===== src/core/pd_seq_pkg.sv =====
// Shared constants and types of the PD source timing sequencer.
// Assumes a 100 MHz pclk and a one millisecond internal tick.
package pd_seq_pkg;

	localparam int CLK_MHZ   = 100;
	localparam int MS_CYCLES = 1000 * CLK_MHZ;
	localparam int TW        = 13;

	// Millisecond intervals, figure in ms (4.8 s given as 4800 ms)
	localparam logic [TW-1:0] ARM_MS      = 13'h00BE; // 190
	localparam logic [TW-1:0] SETTLE_MS   = 13'h0104; // 260
	localparam logic [TW-1:0] RECOVER_MS  = 13'h02FD; // 765
	localparam logic [TW-1:0] HR_OFF_MS   = 13'h001E; // 30
	localparam logic [TW-1:0] DEBOUNCE_MS = 13'h00B9; // 185
	localparam logic [TW-1:0] TRANS_MS    = 13'h001E; // 30
	localparam logic [TW-1:0] FAULT_MS    = 13'h0573; // 1395
	localparam logic [TW-1:0] SHORT_MS    = 13'h03D9; // 985
	localparam logic [TW-1:0] ON_FAIL_MS  = 13'h0258; // 600
	localparam logic [TW-1:0] NORESP_MS   = 13'h12C0; // 4800

	// Microsecond response limits and their cycle budgets (round down)
	localparam int GD_OFF_US   = 5;
	localparam int FOVP_US     = 30;
	localparam int OCP_US      = 30;
	localparam int TJ_US       = 10;
	localparam int GD_OFF_CYC  = GD_OFF_US * CLK_MHZ;
	localparam int FOVP_CYC    = FOVP_US * CLK_MHZ;
	localparam int OCP_CYC     = OCP_US * CLK_MHZ;
	localparam int TJ_CYC      = TJ_US * CLK_MHZ;

	// Register map
	localparam logic [11:0] CTRL_ADDR   = 12'h000;
	localparam logic [11:0] STATUS_ADDR = 12'h004;
	localparam logic        CTRL_RESET  = 1'h1;
	localparam int          CTRL_EN_BIT = 0;

	// Synchronised pin vector positions
	localparam int SYNC_W  = 7;
	localparam int I_ATT   = 0;
	localparam int I_GDN   = 1;
	localparam int I_PWR   = 2;
	localparam int I_SHORT = 3;
	localparam int I_FOVP  = 4;
	localparam int I_OCP   = 5;
	localparam int I_TJ    = 6;

	typedef enum logic [3:0] {
		ST_IDLE,
		ST_DEBOUNCE,
		ST_RUN,
		ST_TRANS,
		ST_SETTLE,
		ST_HR_WAIT,
		ST_RECOVER,
		ST_RETRY
	} seq_state_e;

endpackage


===== src/core/pd_source_timing_sequencer.sv =====
// Timing sequencer of a data-less USB PD / Type-C source controller.
// Assumes analog comparators and the PD protocol engine sit outside;
// protocol events arrive on pclk, comparator levels are asynchronous.
//
// Functional notes
// - Arm undervoltage and overcurrent protection 190 ms after gate on.
// - Send PS_RDY 260 ms after the supply selects change.
// - Hold gate off 765 ms of recovery after a hard reset.
// - Turn gate off 30 ms after transmitting a hard reset.
// - Debounce attach 185 ms before driving attach indicator low.
// - Change supply selects 30 ms after accepting a request.
// - Repeat hard reset every 1395 ms while a supply fault persists.
// - Retry with hard reset every 985 ms while VBUS stays shorted; the code waits 985 ms per short trip, then recovers and re-arms first.
// - Hard reset 600 ms after attach if supply cannot turn on.
// - Hard reset after 4.8 s without sink communication.
// - Enable logic supply output within 5 ms of attach.
// - Gate off within 5 us of gate-disable going low.
// - Gate off within 30 us of fast overvoltage.
// - Gate off within 30 us of a large overcurrent step.
// - Stop strong discharge within 10 us of thermal limit one.
// - Suppress slow OV/UV checks around voltage transitions.
// - Thermal limit one: hard reset, strong discharge off, bleed kept.
// - Advertise 3 A from gate on until first sink message, then 1.5 A.
//
// Local design decisions: the placing of the registers and the APB register port.
`timescale 1ns/1ns
module pd_source_timing_sequencer
	import pd_seq_pkg::*;
#(
	parameter int TICK_CYCLES = MS_CYCLES
)(
	// Clock and reset
	input  wire logic        pclk,
	input  wire logic        presetn,
	// APB slave
	input  wire logic [11:0] paddr,
	input  wire logic        psel,
	input  wire logic        penable,
	input  wire logic        pwrite,
	input  wire logic [31:0] pwdata,
	output logic [31:0]      prdata,
	output logic             pready,
	output logic             pslverr,
	// Asynchronous comparator and pin inputs
	input  wire logic        sink_attached,
	input  wire logic        gate_disable_n,
	input  wire logic        power_input,
	input  wire logic        vbus_short,
	input  wire logic        fast_overvoltage,
	input  wire logic        overcurrent_step,
	input  wire logic        thermal_limit_one,
	// Protocol engine events on pclk
	input  wire logic        msg_rx,
	input  wire logic        req_accept,
	input  wire logic [1:0]  req_sel,
	// Power path controls
	output logic             gate_drive_out,
	output logic             supply_select_a,
	output logic             supply_select_b,
	output logic             attach_indicator_n,
	output logic             logic_supply_out,
	output logic             overcurrent_protect,
	output logic             slow_overvoltage_check,
	output logic             slow_undervoltage_check,
	output logic             discharge_path,
	output logic             discharge_bleed,
	output logic             rp_level_3a,
	// Protocol engine requests
	output logic             hard_reset_tx,
	output logic             ps_rdy_tx
);

	function automatic logic reached(logic [TW-1:0] cnt, logic [TW-1:0] lim);
		reached = (cnt >= lim);
	endfunction

	function automatic logic gate_state(seq_state_e s);
		gate_state = (s == ST_RUN) || (s == ST_TRANS) || (s == ST_SETTLE);
	endfunction

	////////////////////////////////////////////////////////////////////////
	// Pin synchronisers: a change counts once stages two and three agree
	logic [SYNC_W-1:0] s1, s2, s3, flt;
	wire  [SYNC_W-1:0] pins = {thermal_limit_one, overcurrent_step,
		fast_overvoltage, vbus_short, power_input, gate_disable_n,
		sink_attached};

	always_ff @(posedge pclk or negedge presetn)
	begin
		if (!presetn)
		begin
			s1  <= '0;
			s2  <= '0;
			s3  <= '0;
			flt <= '0;
		end
		else
		begin
			s1  <= pins;
			s2  <= s1;
			s3  <= s2;
			flt <= (s2 & s3) | (flt & (s2 | s3));
		end
	end

	////////////////////////////////////////////////////////////////////////
	// Register file
	logic enable;
	seq_state_e state, next_state;

	wire setup_ph  = psel & ~penable;
	wire sel_ctrl  = (paddr == CTRL_ADDR);
	wire sel_stat  = (paddr == STATUS_ADDR);
	wire wr_ctrl   = psel & penable & pready & pwrite & sel_ctrl;
	wire [31:0] rd_ctrl = {31'h0, enable};
	wire [31:0] rd_stat = {23'h0, flt[I_TJ], supply_select_b,
		supply_select_a, overcurrent_protect, gate_drive_out, state};
	wire [31:0] rd_data = sel_ctrl ? rd_ctrl : (sel_stat ? rd_stat : 32'h0);

	always_ff @(posedge pclk or negedge presetn)
	begin
		if (!presetn)
		begin
			pready  <= 1'b0;
			pslverr <= 1'b0;
			prdata  <= 32'h0;
			enable  <= CTRL_RESET;
		end
		else
		begin
			pready  <= setup_ph;
			pslverr <= setup_ph & ~(sel_ctrl | sel_stat);
			prdata  <= setup_ph ? rd_data : 32'h0;
			if (wr_ctrl)
				enable <= pwdata[CTRL_EN_BIT];
		end
	end

	////////////////////////////////////////////////////////////////////////
	// Millisecond tick and interval counters
	logic [16:0]   tick_cnt;
	logic          ms_tick;
	logic [TW-1:0] ms_cnt, arm_cnt, nr_cnt, retry_ms, next_retry;
	logic          hr_req, ps_req;

	wire live       = flt[I_ATT] & enable;
	wire supply_ok  = flt[I_GDN] & flt[I_PWR];
	wire fast_trip  = gate_drive_out & (~flt[I_GDN] | flt[I_FOVP] |
		(overcurrent_protect & flt[I_OCP]));
	wire short_trip = gate_drive_out & overcurrent_protect & flt[I_SHORT];
	wire tj_trip    = gate_drive_out & flt[I_TJ];
	wire restart    = (next_state != state) | hr_req;
	wire next_gate  = gate_state(next_state) & flt[I_GDN] & ~fast_trip;
	wire next_arm   = next_gate & gate_drive_out & reached(arm_cnt, ARM_MS);
	wire next_chk   = next_arm & (next_state == ST_RUN);

	always_ff @(posedge pclk or negedge presetn)
	begin
		if (!presetn)
		begin
			tick_cnt <= '0;
			ms_tick  <= 1'b0;
		end
		else
		begin
			ms_tick  <= (tick_cnt == 17'(TICK_CYCLES - 1));
			tick_cnt <= (tick_cnt == 17'(TICK_CYCLES - 1)) ? '0 :
				tick_cnt + 17'h00001;
		end
	end

	// Each counter restarts on the event that opens its interval
	always_ff @(posedge pclk or negedge presetn)
	begin
		if (!presetn)
		begin
			ms_cnt  <= '0;
			arm_cnt <= '0;
			nr_cnt  <= '0;
		end
		else
		begin
			if (restart)
				ms_cnt <= '0;
			else if (ms_tick && ms_cnt != '1)
				ms_cnt <= ms_cnt + 13'h0001;
			if (!gate_drive_out)
				arm_cnt <= '0;
			else if (ms_tick && !reached(arm_cnt, ARM_MS))
				arm_cnt <= arm_cnt + 13'h0001;
			if (msg_rx || state != ST_RUN)
				nr_cnt <= '0;
			else if (ms_tick && nr_cnt != '1)
				nr_cnt <= nr_cnt + 13'h0001;
		end
	end

	////////////////////////////////////////////////////////////////////////
	// Sequencer
	always_comb
	begin
		next_state = state;
		next_retry = retry_ms;
		hr_req     = 1'b0;
		ps_req     = 1'b0;
		case (state)
			ST_IDLE:
				next_state = ST_DEBOUNCE;
			ST_DEBOUNCE:
				if (reached(ms_cnt, DEBOUNCE_MS))
				begin
					next_state = supply_ok ? ST_RUN : ST_RETRY;
					next_retry = ON_FAIL_MS;
				end
			ST_RUN:
				if (reached(nr_cnt, NORESP_MS))
				begin
					hr_req     = 1'b1;
					next_state = ST_HR_WAIT;
				end
				else if (req_accept)
					next_state = ST_TRANS;
			ST_TRANS:
				if (reached(ms_cnt, TRANS_MS))
					next_state = ST_SETTLE;
			ST_SETTLE:
				if (reached(ms_cnt, SETTLE_MS))
				begin
					ps_req     = 1'b1;
					next_state = ST_RUN;
				end
			ST_HR_WAIT:
				if (reached(ms_cnt, HR_OFF_MS))
					next_state = ST_RECOVER;
			ST_RECOVER:
				if (reached(ms_cnt, RECOVER_MS))
				begin
					next_state = supply_ok ? ST_RUN : ST_RETRY;
					next_retry = FAULT_MS;
				end
			ST_RETRY:
				if (reached(ms_cnt, retry_ms))
				begin
					hr_req     = 1'b1;
					next_retry = FAULT_MS;
					// A cleared fault gets the normal recovery path
					if (supply_ok)
						next_state = ST_HR_WAIT;
				end
			default:
				next_state = ST_IDLE;
		endcase
		// Shutdown outranks every sequencing step; only a detach or a cleared enable wins over it
		if (fast_trip || short_trip)
		begin
			hr_req     = 1'b0;
			ps_req     = 1'b0;
			next_state = ST_RETRY;
			next_retry = fast_trip ? FAULT_MS : SHORT_MS;
		end
		else if (tj_trip && state != ST_HR_WAIT)
		begin
			hr_req     = 1'b1;
			ps_req     = 1'b0;
			next_state = ST_HR_WAIT;
		end
		if (!live)
		begin
			hr_req     = 1'b0;
			ps_req     = 1'b0;
			next_state = ST_IDLE;
		end
	end

	always_ff @(posedge pclk or negedge presetn)
	begin
		if (!presetn)
		begin
			state    <= ST_IDLE;
			retry_ms <= FAULT_MS;
		end
		else
		begin
			state    <= next_state;
			retry_ms <= next_retry;
		end
	end

	////////////////////////////////////////////////////////////////////////
	// Output flops
	logic [1:0] req_hold;
	wire new_v  = (state == ST_TRANS) && (next_state == ST_SETTLE);
	wire safe_v = (next_state == ST_IDLE) || (next_state == ST_RECOVER);
	// HR_WAIT keeps the gate only if it was already on
	wire hold_g = (next_state == ST_HR_WAIT) & gate_drive_out & ~fast_trip;

	always_ff @(posedge pclk or negedge presetn)
	begin
		if (!presetn)
		begin
			req_hold                <= 2'h0;
			gate_drive_out          <= 1'b0;
			supply_select_a         <= 1'b0;
			supply_select_b         <= 1'b0;
			attach_indicator_n      <= 1'b1;
			logic_supply_out        <= 1'b0;
			overcurrent_protect     <= 1'b0;
			slow_overvoltage_check  <= 1'b0;
			slow_undervoltage_check <= 1'b0;
			discharge_path          <= 1'b0;
			discharge_bleed         <= 1'b1;
			rp_level_3a             <= 1'b0;
			hard_reset_tx           <= 1'b0;
			ps_rdy_tx               <= 1'b0;
		end
		else
		begin
			if (req_accept && state == ST_RUN)
				req_hold <= req_sel;
			gate_drive_out <= next_gate | hold_g;
			if (new_v)
				{supply_select_b, supply_select_a} <= req_hold;
			else if (safe_v)
				{supply_select_b, supply_select_a} <= 2'h0;
			attach_indicator_n <= (next_state == ST_IDLE) ||
				(next_state == ST_DEBOUNCE);
			logic_supply_out        <= (next_state != ST_IDLE);
			overcurrent_protect     <= next_arm;
			slow_overvoltage_check  <= next_chk;
			slow_undervoltage_check <= next_chk;
			discharge_path <= ~next_gate & ~hold_g & ~flt[I_TJ] &
				(next_state == ST_RECOVER);
			discharge_bleed <= ~(next_gate | hold_g);
			rp_level_3a <= next_gate & ~msg_rx &
				(~gate_drive_out | rp_level_3a);
			hard_reset_tx <= hr_req;
			ps_rdy_tx     <= ps_req;
		end
	end
endmodule // pd_source_timing_sequencer


===== config.mk =====
export PLATFORM = sky130hd
export DESIGN_NAME = pd_source_timing_sequencer
export DESIGN_NICKNAME = d
export VERILOG_FILES = /design/src/core/pd_seq_pkg.sv /design/src/core/pd_source_timing_sequencer.sv
export SDC_FILE = /design/constraint.sdc
export NUM_CORES = 1
export LEC_CHECK = 0
export ABC_CLOCK_PERIOD_IN_PS = 3640
export BUFFER_PORTS_ARGS = -buffer_cell sky130_fd_sc_hd__buf_2
export CAP_MARGIN = 20
export CORE_MARGIN = 2
export CORE_UTILIZATION = 56
export CTS_CLUSTER_DIAMETER = 150
export CTS_CLUSTER_SIZE = 40
export DETAILED_ROUTE_END_ITERATION = 8
export MAX_ROUTING_LAYER = met4
export PLACE_DENSITY = 0.89
export SLEW_MARGIN = 5
export SYNTH_ARGS = -nofsm -noshare
export SYNTH_HDL_FRONTEND = slang
export SYNTH_SLANG_ARGS = --single-unit

===== constraint.sdc =====
create_clock -name pclk -period 3.64 [get_ports pclk]
set_input_delay 0.182 -clock pclk [delete_from_list [all_inputs] [get_ports pclk]]
set_output_delay 0.182 -clock pclk [all_outputs]
set_load 0.1 [all_outputs]

# == Yosys cells after proc, flatten, opt, wreduce, memory -nomap -nowiden ==
# Cells that the tools add are included.
# totals
regBits,128
latch_bits,0
ramBits,0
mem_bits_ro,0
in_bits,60
output_inout_bits,47
elab_cells,174
memories,0
# classes
add_sub_neg,4
mul,0
div_mod_pow,0
n_lt_le_gt_ge,7
n_eq_ne,24
shift,0
mux,44
bitwise_logic,45
n_reduce_logical,22
# ops
op,n
$mux 13,10
$mux 4,12
$add 13x1->13 const B,3
$pmux 13 s3,1
$pmux 4 s8,1
$eq 4x3->1 const B,7
$mux 9,3
$ge 13x8->1 const B,2
$ne 13x13->1 const B,2
$and 1x1->1,25
$add 17x1->17 const B,1
$eq 17x17->1 const B,1
$mux 17,1
$eq 4x2->1 const B,4
$and 7x7->7,2
$or 7x7->7,2
$ge 13x10->1 const B,1
$ge 13x13->1,1
$ge 13x13->1 const B,1
$ge 13x5->1 const B,1
$ge 13x9->1 const B,1
$mux 1,13
$eq 12x3->1 const B,1
$logic_not 12->1,1
18 further kinds,49

# == Longest topological paths before layout ==
# depth
word_depth,16
depth_mapped,11

# == Least setup slack after synthesis ==
# Ideal clock, no wire load.
# synth_path
kind,register -> register
startpoint,register gate_drive_out
endpoint,register rp_level_3a
arrival_time_ps,2797
required_time_ps,3559
setup_slack_ps,763
stages_incl_launch_ff,9
cell_sequence,dfrtp_1 -> clkbuf_1 -> a21boi_0 -> a21oi_1 -> and4_1 -> a21oi_2 -> mux2_4 -> or2_4 -> nor3_2
# synth_via
elab_chain_cells,12
elab_cells_between_ends,21
classes_between,eq/ne (3); mux (3); bitwise (11); reduce/logical (4)
# synth_rtl
element,line,text
from (decl),pd_source_timing_sequencer.sv:57,"output logic gate_drive_out,"
from (signal assigned),pd_source_timing_sequencer.sv:320,gate_drive_out <= next_gate | hold_g;
$and 1x1->1 (on tied branches),"pd_source_timing_sequencer.sv:151, pd_source_timing_sequencer.sv:150",
$logic_and 1x1->1 / $and 1x1->1 (equally long branches),"pd_source_timing_sequencer.sv:261, pd_source_timing_sequencer.sv:150",
$mux 4 / $logic_or 1x1->1 (equally long branches),"pd_source_timing_sequencer.sv:261, pd_source_timing_sequencer.sv:254",
$mux 4,pd_source_timing_sequencer.sv:254,if (fast_trip || short_trip)
$mux 4,pd_source_timing_sequencer.sv:267,if (!live)
$eq 4x2->1,pd_source_timing_sequencer.sv:78,gate_state = (s == ST_RUN) || (s == ST_TRANS) || (s == ST_SETTLE);
$logic_or 1x1->1 (2 in series),pd_source_timing_sequencer.sv:78,
$and 1x1->1 (2 in series),pd_source_timing_sequencer.sv:153,wire next_gate = gate_state(next_state) & flt[I_GDN] & ~fast_trip;
$and 1x1->1,pd_source_timing_sequencer.sv:334,rp_level_3a <= next_gate & ~msg_rx &
$and 1x1->1 *,pd_source_timing_sequencer.sv:334,
to (signal assigned),pd_source_timing_sequencer.sv:334,
to (decl),pd_source_timing_sequencer.sv:67,"output logic rp_level_3a,"
# Every way passes the cells marked *; elsewhere a longest branch is shown, timed or not.
# A chain may end at the register's enable or synchronous reset.

# == Worst setup path in the final report ==
# layout_path
startpoint,register ms_cnt[11]
endpoint,register ms_cnt[6]
# layout_via
elab_chain_cells,9
elab_cells_between_ends,26
classes_between,order compare (5); eq/ne (2); mux (16); bitwise (1); reduce/logical (2)
# layout_rtl
element,line,text
from (decl),pd_source_timing_sequencer.sv:143,"logic [TW-1:0] ms_cnt, arm_cnt, nr_cnt, retry_ms, next_retry;"
from (signal assigned),pd_source_timing_sequencer.sv:186,ms_cnt <= ms_cnt + 13'h0001;
$ge 13x13->1 (tied with other cells),pd_source_timing_sequencer.sv:74,reached = (cnt >= lim);
$mux 4 (tied with other cells),pd_source_timing_sequencer.sv:242,"if (reached(ms_cnt, retry_ms))"
$pmux 4 s8 *,pd_source_timing_sequencer.sv:206,case (state)
$mux 4 *,pd_source_timing_sequencer.sv:261,else if (tj_trip && state != ST_HR_WAIT)
$mux 4 *,pd_source_timing_sequencer.sv:254,
$mux 4 *,pd_source_timing_sequencer.sv:267,
net next_state[0],pd_source_timing_sequencer.sv:109,"seq_state_e state, next_state;"
$ne 4x4->1 *,pd_source_timing_sequencer.sv:152,wire restart = (next_state != state) | hr_req;
$or 1x1->1 *,pd_source_timing_sequencer.sv:152,
$mux 13 / $reduce_bool 2->1 (equally long branches),-,
# Mark *: on every way through the listed nets, which the timed path passes. The rest lies on a longest branch.

==> flow_summary.yaml <==
clocking:
  tritoncts: "done"
  cts_buffer_depth: 2
  holdBufCountCts: 18
  numCtsBuffers: 17
  clock-sinks: 119
  clock_latency_ns: 0.52
  cts_resized: 0
  root_buffer: "clkbuf_8"
  clk_pin_slew_worst_paths_ns: 0.06
  cts_setup_buffers: 0
  htreeDepth: 4
worst_hold_path:
  holdPathStages: 3
  hold_class: "in2reg"
yosys:
  synth.area.top_cells: "dfrtp_1 51%, nor2_1 3.6%, ha_1 3.5%"
  async_flop_share_pct: 100
  netlist_instances: 535
  synthFlopType: "dfrtp_1"
  synth_edf_count: 0
  yosys_warnings: 0
  ys_ff_latch: 119
  yosysTopAreaCell: "dfrtp_1"
  syn_avg_cell_area_um2: 10.5
  synth_top_area_share_pct: 50.5
  synth_seq_area_share_pct: 52.9
  synthDistinctLibCells: 63
  syn_area_um2: 5640
power_and_ir_drop:
  cellLeakagePower_uw: 0.00315
  total_power_uw: 3270
  p_per_area_nw_per_um2: 484
  peakVddDrop_mv: 0.329
placement:
  place_hpwl_mm: 8.16
  place_congestion: 0.919
  port_buffers: 52
timing:
  fmax_mhz: 316
  setup_viol: 0
  fin_crit_ns: 3.16
  finalSetupTns_ns: 0
  hold_viol_final: 0
  fin_crit_sh_pct: 86.9
  fin_worst_skew_ns: 0.00548
  final_max_slew_viol_count: 0
  rsz0062_at_grt: "false"
  worst-slew-pin-transition_ns: 0.861
  slew_headroom_pct: 42.1
finish:
  seq_area_um2: 2980
  final.fill_count: 670
  nets: 693
  multi_input_area_um2: 2460
  drive_gt1_share_pct: 17.1
  syn_to_final_growth_pct: 19.8
  diodes: 0
floorplanning:
  dieArea_um2: 10900
  die_x_um: 104
  rows: 36
  die_h_um: 104
  core-area_um2: 9770
  start_util_pct: 57.7
  io-pin-count: 107
critical_path:
  r2r_cells: 8
  critPathLaunchType: "register"
  worstSetupStartpoint: "ms_cnt[11]"
  critPathMaxStageDelay_ns: 0.58
  worst-path-stages: 8
  crit_path_top_delay_cell: "or4_4"
  cp_max_fo: 13
  cp_data_arrival_time_ns: 3.60
  worstSetupEndpoint: "ms_cnt[6]"
  r2r-end: "ms_cnt[6]"
  path_delay_family: "simple AND/OR/NAND/NOR gates"
  cp_cell_sequence: "or4_4 > or4_4 > o32a_1 > o211a_2 > a21oi_4 > xnor2_1 > nand4_2 > nor2_1"
  critPathKind: "reg2reg"
  path_buf_inv: 0
  rrSetupSlack_ns: 0.48
  setup.worst_path.end_class: "register"
  cp.required_ns: 4.08
  reg2reg_from: "ms_cnt[11]"
  crit_top_cell: "or4_4"
drt:
  num_vias: 4314
  wirelength_mm: 12.4
  wl_per_cell_um: 16.2
  drt-initial-drc-count: 212
  drc: 0
  drt_first_pass_iters: 4
  antenna_left: 0
  vias_per_cell: 5.65
grt:
  grt_pass1_wl_mm: 20.7
  grt_antenna_before_repair: 0
  track_usage_pct: 24.5
  globalRouteOverflowTotal: 0
  grt_start_max_net_pins: 46
  grt_pass1_vias: 4358
run:
  max-cap-violations: 0
status:
  run_status: "completed"
[worst min-delay path by stage]
stage / from / end / slack (ns)
final: req_accept / req_hold[1] / 0.05
after global routing: req_accept / req_hold[0] / 0.07
after CTS: req_accept / req_hold[1] / 0.04
after detailed placement: presetn / ms_cnt[4] / 0.22
after global placement: presetn / ms_cnt[5] / 0.21
after floorplan: presetn / arm_cnt[0] / -0.11
[Yosys cell counts, drive strengths merged, types with 4 or more instances]
library cell	number
a211oi	6
a21boi	5
a21oi	17
and2	24
and3	9
and4	6
buf	26
clkbuf	9
dfrtp	114
dfstp	5
ha	16
inv	15
maj3	7
mux2	4
nand2	44
nand2b	7
nand3	21
nand4	10
nor2	54
nor2b	9
nor3	13
nor4	7
o21ai	12
or2	4
or3	10
xnor2	18
xor2	20
[state kept, by name (all words and copies together) (netlist names), 2 cells and up]
signal    count
prdata        9
flt           7
retry_ms      4
nr_cnt       13
s3            7
ms_cnt       13
s1            7
arm_cnt      13
req_hold      2
tick_cnt     17
s2            7
state         4
[cells in the final DEF, fill, tap and decap left out, types with 3 or more instances in the layout]
| cell | instances |
|---|---|
| dfrtp_1 | 114 |
| nor2_1 | 54 |
| buf_2 | 51 |
| nand2_1 | 44 |
| conb_1 | 24 |
| and2_1 | 23 |
| nand3_1 | 21 |
| xor2_1 | 20 |
| xnor2_1 | 18 |
| dlygate4sd3_1 | 18 |
| ha_1 | 16 |
| clkbuf_16 | 16 |
| inv_1 | 15 |
| a21oi_1 | 15 |
| nor3_1 | 12 |
| o21ai_0 | 11 |
| or3_1 | 10 |
| and3_1 | 9 |
| nor2b_1 | 9 |
| nand4_1 | 9 |
| nand2b_1 | 7 |
| nor4_1 | 7 |
| maj3_1 | 7 |
| a211oi_1 | 6 |
| and4_1 | 6 |
| buf_4 | 6 |
| a21boi_0 | 5 |
| dfstp_2 | 5 |
| bufinv_16 | 4 |
| or2_2 | 3 |
| a31oi_1 | 3 |
| nor4b_1 | 3 |
| mux2i_1 | 3 |
| o21bai_1 | 3 |
| mux2_2 | 3 |
| clkinv_2 | 3 |
| clkinv_4 | 3 |
[metrics by stage]
stage | std cells | util, % | instance area (um^2) | hold slack [ns] | setup slack (ns)
6_report | 763 | 69.2 | 6760 | 0.0530 | 0.478
4_1_cts | 763 | 69.2 | 6760 | 0.0417 | 0.480
2_1_floorplan | 558 | - | 5730 | -0.114 | 0.763
3_5_place_dp | 713 | 61.0 | 5970 | 0.224 | 0.498
3_3_place_gp | 713 | 61.0 | 5970 | 0.206 | 0.614
5_1_grt | 763 | 69.2 | 6760 | 0.0652 | 0.288
[area by class of cell]
class / instances / share of cell area (%)
flip-flops and latches: 119 / 44.2
inverters: 15 / 0.833
multi-input cells: 389 / 36.4
well taps: 133 / 2.46
clock inverters: 12 / 2.61
repair buffers: 75 / 7.11
clock buffers: 20 / 6.44
[cells by family after synthesis]
family	after synthesis	share of synthesized area [%]
buffers and inverters	50	5.08
other	1	0.0664
flip-flops	119	52.9
multiplexers	7	1.40
AND/OR/NAND/NOR	228	21.2
adder cells (fa/ha/maj)	23	4.79
XOR/XNOR	38	5.90
AO/OA/AOI/OAI	69	8.71
[routing by layer]
metal / vias up / wire length (um) / global-route usage, %
met2: 170 / 6380 / 41.2
met4: 0 / 248 / 9.94
met5: - / 0 / -
met3: 32 / 683 / 6.39
li1: 1985 / - / -
met1: 2127 / 5080 / 27.9
[tightest hold or removal path, delay by kind of cell]
family | cells | cell delay [ns]
buf+inv | 1 | 0.11
mux | 1 | 0.15
simple gates | 1 | 0.09
[power breakdown]
group	leakage (uW)	switching [uW]	total (uW)	internal (uW)
sequential	0.00156	15.6	1360	1350
combinational	0.00129	155	189	34.0
clock	0.000295	592	1720	1130
total	0.00315	762	3270	2510
Power figures use the tool's default switching activity.
